--- src/wbc_consts.svh ---
// constants for the watchdog boot configuration decoder
`ifndef WBC_CONSTS_SVH
`define WBC_CONSTS_SVH

// ----------------------------------------
// register offsets
// ----------------------------------------
`define WBC_OFS_CFG        4'h0
`define WBC_OFS_CTRL       4'h1
`define WBC_OFS_STAT       4'h2
`define WBC_OFS_TOUT       4'h3

// ----------------------------------------
// configuration word fields
// ----------------------------------------
`define WBC_WINSZ_HI       25
`define WBC_WINSZ_LO       24
`define WBC_HWEN_BIT       23
`define WBC_WINDOW_MODE_DISABLE_BIT     22
`define WBC_PS_HI          20
`define WBC_PS_LO          16
`define WBC_PS_MAX         5'h14
`define WBC_RSVD_MASK      32'hFC200000

// ----------------------------------------
// window codes and fractions in eighths
// ----------------------------------------
`define WBC_WIN_25         2'h3
`define WBC_WIN_37         2'h2
`define WBC_WIN_50         2'h1
`define WBC_WIN_75         2'h0
`define WBC_EIGHTHS_25     4'h2
`define WBC_EIGHTHS_37     4'h3
`define WBC_EIGHTHS_50     4'h4
`define WBC_EIGHTHS_75     4'h6

// ----------------------------------------
// reset values
// ----------------------------------------
`define WBC_RST_ZERO       32'h00000000

`endif

--- src/wbc_pkg.sv ---
// types for the watchdog boot configuration decoder
package wbc_pkg;

    typedef enum logic [1:0] {
        WBC_ST_LATCH = 2'h1,
        WBC_ST_RUN   = 2'h2
    } wbc_state_t;

    typedef struct packed {
        logic [1:0] win_sel;
        logic       hw_en;
        logic       win_dis;
        logic [4:0] ps_code;
    } wbc_cfg_t;

    typedef struct packed {
        wbc_state_t  st;
        wbc_cfg_t    cfg;
        logic        sw_on;
        logic [31:0] rdata;
        logic        run;
        logic        wdt_on;
        logic        win_open;
        logic        timeout;
        logic        early;
        logic [20:0] pre;
        logic [7:0]  cnt;
    } wbc_state_s_t;

endpackage

--- src/wbc_top.sv ---
// watchdog boot configuration decoder and watchdog core
//
// Overview of operation
// [RULE1] window field selects 25/37.5/50/75 percent
// [RULE2] hardware enable forces watchdog permanently on
// [RULE3] hardware enable clear: off, software may start
// [RULE4] window disable bit selects non-windowed mode
// [RULE5] postscale ratio is two to code power
// [RULE6] codes above maximum behave as maximum
// [RULE7] programmer writes ones into reserved bits
// [RULE8] window bits 25:24, postscale bits 20:16
// [RULE9] fields latched at reset, constant afterward
`timescale 1ns/1ps
`include "wbc_consts.svh"

module wbc_top #(
    parameter int TICK_BITS = 8
) (
    input  wire logic        CLK,
    input  wire logic        RST_N,
    input  wire logic [31:0] CFG_WORD,
    input  wire logic [3:0]  ADDR,
    input  wire logic [31:0] WDATA,
    input  wire logic        WR,
    input  wire logic        RD,
    output logic [31:0]      RDATA,
    output logic             WDT_ON,
    output logic             WIN_OPEN,
    output logic             WDT_TIMEOUT
);

    initial begin
        if (TICK_BITS < 2 || TICK_BITS > 8) begin
            $error("TICK_BITS out of range");
        end
    end

    // ----------------------------------------
    // helpers
    // ----------------------------------------
    function automatic logic [4:0] clamp_ps(input logic [4:0] c);
        clamp_ps = (c > `WBC_PS_MAX) ? `WBC_PS_MAX : c;
    endfunction

    function automatic logic [3:0] win_eighths(input logic [1:0] w);
        unique case (w)
            `WBC_WIN_25: win_eighths = `WBC_EIGHTHS_25;
            `WBC_WIN_37: win_eighths = `WBC_EIGHTHS_37;
            `WBC_WIN_50: win_eighths = `WBC_EIGHTHS_50;
            default:     win_eighths = `WBC_EIGHTHS_75;
        endcase
    endfunction

    localparam int WIN25_OPEN = (((1 << TICK_BITS) - 1) * 6) / 8;

    wbc_pkg::wbc_state_s_t s_q;
    wbc_pkg::wbc_state_s_t s_d;

    logic [20:0] pre_lim;
    logic [7:0]  cnt_max;
    logic [7:0]  open_at;
    logic        pre_tick;
    logic        clear_req;

    // ----------------------------------------
    // next state
    // ----------------------------------------
    always_comb begin
        s_d       = s_q;
        pre_lim   = (21'h000001 << s_q.cfg.ps_code) - 21'h000001;       // see [RULE5]
        cnt_max   = 8'((9'h001 << TICK_BITS) - 9'h001);
        open_at   = 8'((12'(cnt_max) * (12'h008 - 12'(win_eighths(s_q.cfg.win_sel)))) >> 3);
        pre_tick  = (s_q.pre == pre_lim);
        clear_req = WR && (ADDR == `WBC_OFS_CTRL) && WDATA[1];
        s_d.timeout = 1'b0;
        s_d.rdata   = `WBC_RST_ZERO;
        unique case (s_q.st)
            wbc_pkg::WBC_ST_LATCH: begin
                s_d.cfg.win_sel = CFG_WORD[`WBC_WINSZ_HI:`WBC_WINSZ_LO];     // see [RULE8]
                s_d.cfg.hw_en   = CFG_WORD[`WBC_HWEN_BIT];
                s_d.cfg.win_dis = CFG_WORD[`WBC_WINDOW_MODE_DISABLE_BIT];
                s_d.cfg.ps_code = clamp_ps(CFG_WORD[`WBC_PS_HI:`WBC_PS_LO]); // see [RULE6]
                s_d.st          = wbc_pkg::WBC_ST_RUN;                       // see [RULE9]
            end
            wbc_pkg::WBC_ST_RUN: begin
                if (WR && ADDR == `WBC_OFS_CTRL) begin
                    s_d.sw_on = WDATA[0];                                    // see [RULE3]
                end
                s_d.run = s_q.cfg.hw_en || s_d.sw_on;                        // see [RULE2]
                if (!s_q.run) begin
                    s_d.pre = 21'h000000;
                    s_d.cnt = 8'h00;
                end else if (clear_req) begin
                    s_d.early = !s_q.cfg.win_dis && (s_q.cnt < open_at);     // see [RULE4]
                    s_d.timeout = s_d.early;
                    s_d.pre = 21'h000000;
                    s_d.cnt = 8'h00;
                end else if (pre_tick) begin
                    s_d.pre = 21'h000000;
                    if (s_q.cnt == cnt_max) begin
                        s_d.timeout = 1'b1;
                        s_d.cnt = 8'h00;
                    end else begin
                        s_d.cnt = s_q.cnt + 8'h01;
                    end
                end else begin
                    s_d.pre = s_q.pre + 21'h000001;
                end
            end
            default: s_d.st = wbc_pkg::WBC_ST_LATCH;
        endcase
        s_d.wdt_on   = s_d.run;
        s_d.win_open = s_q.run && (s_q.cfg.win_dis || s_q.cnt >= open_at);   // see [RULE1]
        if (RD) begin
            unique case (ADDR)
                `WBC_OFS_CFG:  s_d.rdata = {6'h00, s_q.cfg.win_sel, s_q.cfg.hw_en,
                                            s_q.cfg.win_dis, 1'b0, s_q.cfg.ps_code, 16'h0000};
                `WBC_OFS_CTRL: s_d.rdata = {31'h00000000, s_q.sw_on};
                `WBC_OFS_STAT: s_d.rdata = {28'h0000000, s_q.early, s_q.win_open,
                                            s_q.cfg.hw_en, s_q.run};
                `WBC_OFS_TOUT: s_d.rdata = {24'h000000, s_q.cnt};
                default:       s_d.rdata = `WBC_RST_ZERO;
            endcase
        end
    end

    // ----------------------------------------
    // state register
    // ----------------------------------------
    always_ff @(posedge CLK) begin
        if (!RST_N) begin
            s_q       <= '0;
            s_q.st    <= wbc_pkg::WBC_ST_LATCH;
        end else begin
            s_q <= s_d;
        end
    end

    assign RDATA       = s_q.rdata;
    assign WDT_ON      = s_q.wdt_on;
    assign WIN_OPEN    = s_q.win_open;
    assign WDT_TIMEOUT = s_q.timeout;

    // ----------------------------------------
    // assertions
    // ----------------------------------------
    property p_hw_on;
        @(posedge CLK) disable iff (!RST_N)
        (s_q.st == wbc_pkg::WBC_ST_RUN && s_q.cfg.hw_en) |=> WDT_ON;
    endproperty
    a_hw_on: assert property (p_hw_on) else $error("hw enable not honoured"); // see [RULE2]

    property p_sw_off;
        @(posedge CLK) disable iff (!RST_N)
        (s_q.st == wbc_pkg::WBC_ST_RUN && !s_q.cfg.hw_en && !s_q.sw_on && !WR) |=> !WDT_ON;
    endproperty
    a_sw_off: assert property (p_sw_off) else $error("watchdog on without request"); // see [RULE3]

    property p_sw_start;
        @(posedge CLK) disable iff (!RST_N)
        (s_q.st == wbc_pkg::WBC_ST_RUN && WR && ADDR == `WBC_OFS_CTRL && WDATA[0])
            |=> ##1 WDT_ON;
    endproperty
    a_sw_start: assert property (p_sw_start) else $error("software start lost"); // see [RULE3]

    property p_latch;
        @(posedge CLK) disable iff (!RST_N)
        (s_q.st == wbc_pkg::WBC_ST_RUN) |=> $stable(s_q.cfg);
    endproperty
    a_latch: assert property (p_latch) else $error("config changed after reset"); // see [RULE9]

    property p_fields;
        @(posedge CLK) disable iff (!RST_N)
        (s_q.st == wbc_pkg::WBC_ST_LATCH) |=> (s_q.cfg.win_sel == $past(CFG_WORD[25:24])
            && s_q.cfg.hw_en == $past(CFG_WORD[23]) && s_q.cfg.win_dis == $past(CFG_WORD[22]));
    endproperty
    a_fields: assert property (p_fields) else $error("field taken from wrong bits"); // see [RULE8]

    property p_clamp;
        @(posedge CLK) disable iff (!RST_N)
        s_q.cfg.ps_code <= 5'h14;
    endproperty
    a_clamp: assert property (p_clamp) else $error("postscale code above maximum"); // see [RULE6]

    property p_prescale;
        @(posedge CLK) disable iff (!RST_N)
        (s_q.run && pre_tick) |-> (s_q.pre == (21'h000001 << s_q.cfg.ps_code) - 21'h000001);
    endproperty
    a_prescale: assert property (p_prescale) else $error("postscale ratio wrong"); // see [RULE5]

    property p_nowin;
        @(posedge CLK) disable iff (!RST_N)
        (s_q.run && s_q.cfg.win_dis && clear_req) |=> !WDT_TIMEOUT;
    endproperty
    a_nowin: assert property (p_nowin) else $error("early clear punished in normal mode"); // see [RULE4]

    property p_window;
        @(posedge CLK) disable iff (!RST_N)
        (s_q.run && !s_q.cfg.win_dis && s_q.cfg.win_sel == 2'h3 && 32'(s_q.cnt) < WIN25_OPEN)
            |=> !WIN_OPEN;
    endproperty
    a_window: assert property (p_window) else $error("25 percent window opened early"); // see [RULE1]

    c_hw:    cover property (@(posedge CLK) disable iff (!RST_N) s_q.cfg.hw_en && WDT_ON);
    c_early: cover property (@(posedge CLK) disable iff (!RST_N) s_q.early && WDT_TIMEOUT);
    c_open:  cover property (@(posedge CLK) disable iff (!RST_N) $rose(WIN_OPEN));

endmodule

--- config.mk ---
export PLATFORM = sky130hd
export DESIGN_NAME = wbc_top
export DESIGN_NICKNAME = d
export VERILOG_FILES = /design/src/wbc_pkg.sv /design/src/wbc_top.sv
export VERILOG_INCLUDE_DIRS = /design/src
export SDC_FILE = /design/constraint.sdc
export NUM_CORES = 1
export LEC_CHECK = 0
export BUFFER_PORTS_ARGS = -buffer_cell sky130_fd_sc_hd__buf_2
export CAP_MARGIN = 0
export CORE_MARGIN = 5
export CORE_UTILIZATION = 58
export DETAILED_ROUTE_END_ITERATION = 6
export PLACE_DENSITY = 0.87
export SLEW_MARGIN = 30
export SYNTH_ARGS = -nofsm -noshare
export SYNTH_HDL_FRONTEND = slang
export SYNTH_SLANG_ARGS = --single-unit
export TNS_END_PERCENT = 10
--- constraint.sdc ---
create_clock -name CLK -period 5.8 [get_ports CLK]
set_clock_uncertainty 0.2 [all_clocks]
set_input_delay 0.29 -clock CLK [delete_from_list [all_inputs] [get_ports CLK]]
set_output_delay 0.29 -clock CLK [all_outputs]
set_load 0.01 [all_outputs]
==> run_results.csv <==
group,metric,value,unit
outcome,status,"finished clean",
grt,grt_pass1_wl,15900,um
min_path,min_path_type,"in -> reg",
pwr,pwr-share-clk,35.2,%
timing,max_freq,229,MHz
synth,ys_seq_area_share,30.5,%
synth,ys_warn_count,0,
clock_network,cts_buffers,9,
timing,hold_slack,0.00646,ns
min_path,min_to,"s_q[72]",
grt,grt_util_met2,36.0,%
run,max_cap_violations,0,
floorplanning,die_h,93.8,um
synth,synth-async-reset-ratio,0,%
worst_setup_path,cp_cell_sequence,"nor3_1 -> nand3_1 -> ha_2 -> nor2b_1 -> a221oi_1 -> a211oi_1 -> nor4_1 -> or4b_1 -> a21oi_2 -> buf_4 -> o21ai_0",
worst_setup_path,cp_max_fo,30,
layout,final_nets,599,
grt,grtUsageMet1,27.9,%
detailed_routing,drt-pass1-iter-count,6,
detailed_routing,routedWlPerCell,15.5,um
pwr,total_power,0.00110,W
layout,drive_above_1_share,13.0,%
timing,fin_setup_tns,0,ns
worst_setup_path,reg2reg_from,"s_q[68]",
timing,rsz0062_at_grt,"false",
pwr,seqPwrFrac,40.7,%
pwr,p_int,0.000758,W
detailed_routing,drc_errors,0,
clock_network,cts-root-buf,"clkbuf_8",
synth,yosys.cell_types.count,65,
clock_network,cts.sinks,62,
synth,synthTopCellsByCount,"dfxtp_1 (62), nand2_1 (52), nor2_1 (37)",
worst_setup_path,cp.required,5.82,ns
synth,synth-edff-count,0,
worst_setup_path,max_stage_delay,0.72,ns
detailed_routing,ant_nets,0,
synth,synth.avg_cell_area,7.93,sq um
worst_setup_path,crit_path_start_kind,"flop",
grt,grt_util_met3,4.73,%
min_path,holdCritStartpoint,"CFG_WORD[22]",
place,globalplace.congestion,0.880,
grt,grt-ovfl-total,0,
detailed_routing,drt_iter0_drc,456,
place,portBuffers,38,
worst_setup_path,cp_top_family,"simple AND/OR/NAND/NOR gates",
synth,netlist_area,4070,sq um
worst_setup_path,crit_buf_inv,1,
timing,timing.slew.headroom,41.1,%
clock_network,clock_latency,0.35,ns
timing,slew_viol_final,0,
floorplanning,fp.dieW,93.8,um
pwr,switching_share,31.3,%
synth,netlist_instances,514,
floorplanning,core.rowCount,30,
floorplanning,start_util,59.6,%
grt,antenna_found_initial,0,
pwr,p_sw,0.000345,W
grt,grtUsageTotal,22.3,%
pwr,ir_drop,0.129,mV
clock_network,cts_buffer_depth,2,
floorplanning,core_region_area,6830,sq um
detailed_routing,viasPerCell,6.05,
layout,syn2layout_area_growth,5.80,%
worst_setup_path,cp.arrival,4.39,ns
clock_network,cts_tree,"built",
floorplanning,io_pins,107,
grt,top_usage_layer,"met2",
clock_network,path_clk_slew,0.07,ns
worst_setup_path,critPathLaunch,"s_q[68]",
timing,setup_violations,0,
pwr,power_frac_comb,24.2,%
floorplanning,design.die.area,8800,sq um
synth,synth_most_common_cell,"dfxtp_1",
worst_setup_path,worstSetupEndpointType,"flop",
min_path,worstHoldPathCells,3,
worst_setup_path,ff2ff_path_depth,11,
synth,synth.area.top_cells,"dfxtp_1 (30%), buf_4 (5.9%), nand2_1 (4.8%)",
timing,hold_viol,0,
place,dp_hpwl,6490,um
worst_setup_path,r2r-end,"s_q[7]",
timing,period_needed,4.37,ns
clock_network,htreeDepth,3,
worst_setup_path,r2r_slack,1.43,ns
layout,antennaDiodeCount,0,
synth,ys_seq_elements,62,
timing,fin_crit_sh,75.3,%
grt,grt_max_degree,52,
pwr,powerDensity,256,nW/um^2
worst_setup_path,path_class,"reg -> reg",
detailed_routing,vias,3741,
timing,worst_pin_slew,0.877,ns
grt,grt_pass1_vias,3454,
worst_setup_path,cpMaxStageDelayCell,"nor3_1",
pwr,p_leak,1.76,nW
synth,synth_top_area_share,30.5,%
synth,yosys.area.top_type,"dfxtp_1",
clock_network,cts_resized,0,
detailed_routing,totalWireLength,9560,um
worst_setup_path,path_depth,11,
synth,synth_flop_cell,"dfxtp_1",
registers in the layout, indices dropped and copies added (netlist names):
name / flops
RDATA: 17
WDT_TIMEOUT: 1
s_q: 42
WIN_OPEN: 1
WDT_ON: 1
metrics by stage:
step / cell area, sq um / setup slack, ns / util (%) / std cells
floorplan: 4130 / 2.25 / - / 528
global placement: 4070 / 1.40 / 59.6 / 599
detailed placement: 4070 / 1.38 / 59.6 / 599
CTS: 4300 / 1.34 / 63.0 / 618
global route: 4310 / 1.36 / 63.1 / 618
finish: 4310 / 1.43 / 63.1 / 618
worst min-delay path: cells and delay by family:
kind / cells / cell delay [ns]
buf+inv: 1 / 0.10
compound gates: 1 / 0.07
simple gates: 1 / 0.04
placed cells by master (no fill, tap or decap), types with 9 or more instances in the layout:
| cell type | netlist | final |
|---|---|---|
| dfxtp_1 | 62 | 62 |
| nand2_1 | 52 | 52 |
| buf_2 | 10 | 38 |
| nor2_1 | 37 | 37 |
| nand3_1 | 26 | 26 |
| o21ai_0 | 22 | 22 |
| xnor2_1 | 19 | 19 |
| nand4_1 | 18 | 18 |
| conb_1 | 1 | 15 |
| inv_1 | 12 | 12 |
| and3_1 | 11 | 11 |
| and2_1 | 11 | 11 |
| clkbuf_8 | 0 | 11 |
| xor2_1 | 10 | 10 |
| nor4_1 | 10 | 10 |
| a21oi_1 | 9 | 9 |
| nor2b_1 | 9 | 9 |
| a21boi_0 | 9 | 9 |
| o211ai_1 | 9 | 9 |
| ha_1 | 10 | 9 |
power by group through the flow:
| stage | logic, W | clock network, W | registers, W |
|---|---|---|---|
| floorplan | 0.000216 | 0 | 0.000453 |
| global placement | 0.000243 | 0 | 0.000457 |
| CTS | 0.000259 | 0.000391 | 0.000448 |
| finish | 0.000267 | 0.000388 | 0.000449 |
| global route | 0.000292 | 0.000412 | 0.000450 |
| detailed placement | 0.000253 | 0 | 0.000458 |
layer usage:
metal	routed length, um	part of all wire, %
met5	0	0
met4	255	2.7
met3	750	7.8
met2	4380	46
met1	4170	44
worst max path at each step:
| stage | to | slack [ns] |
|---|---|---|
| final | s_q[7] | 1.43 |
| after global routing | s_q[7] | 1.36 |
| after floorplan | s_q[4] | 2.25 |
| after detailed placement | s_q[7] | 1.38 |
| after CTS | s_q[7] | 1.34 |
| after global placement | s_q[7] | 1.40 |
timing repair:
item                                   CTS  global route
buffers inserted                         0             0
endpoints found under the hold margin    3             0
hold buffers                             3             0
kinds of logic after synthesis:
group | synth area share, %
buffers and inverters | 11.0
AND/OR/NAND/NOR | 30.4
adder cells (fa/ha/maj) | 3.07
flip-flops | 30.5
AO/OA/AOI/OAI | 16.7
other | 0.0920
multiplexers | 1.47
XOR/XNOR | 6.79
layout make-up:
cell class | count | area, sq um
sequential | 62 | 1240
inverter | 12 | 45.0
fill | 589 | 2520
timing repair buffer | 46 | 258
multi-input combinational | 386 | 2440
tap | 96 | 120
clock buffer | 13 | 159
clock inverter | 3 | 42.5
Note: power is estimated with default switching activity, not from simulation.
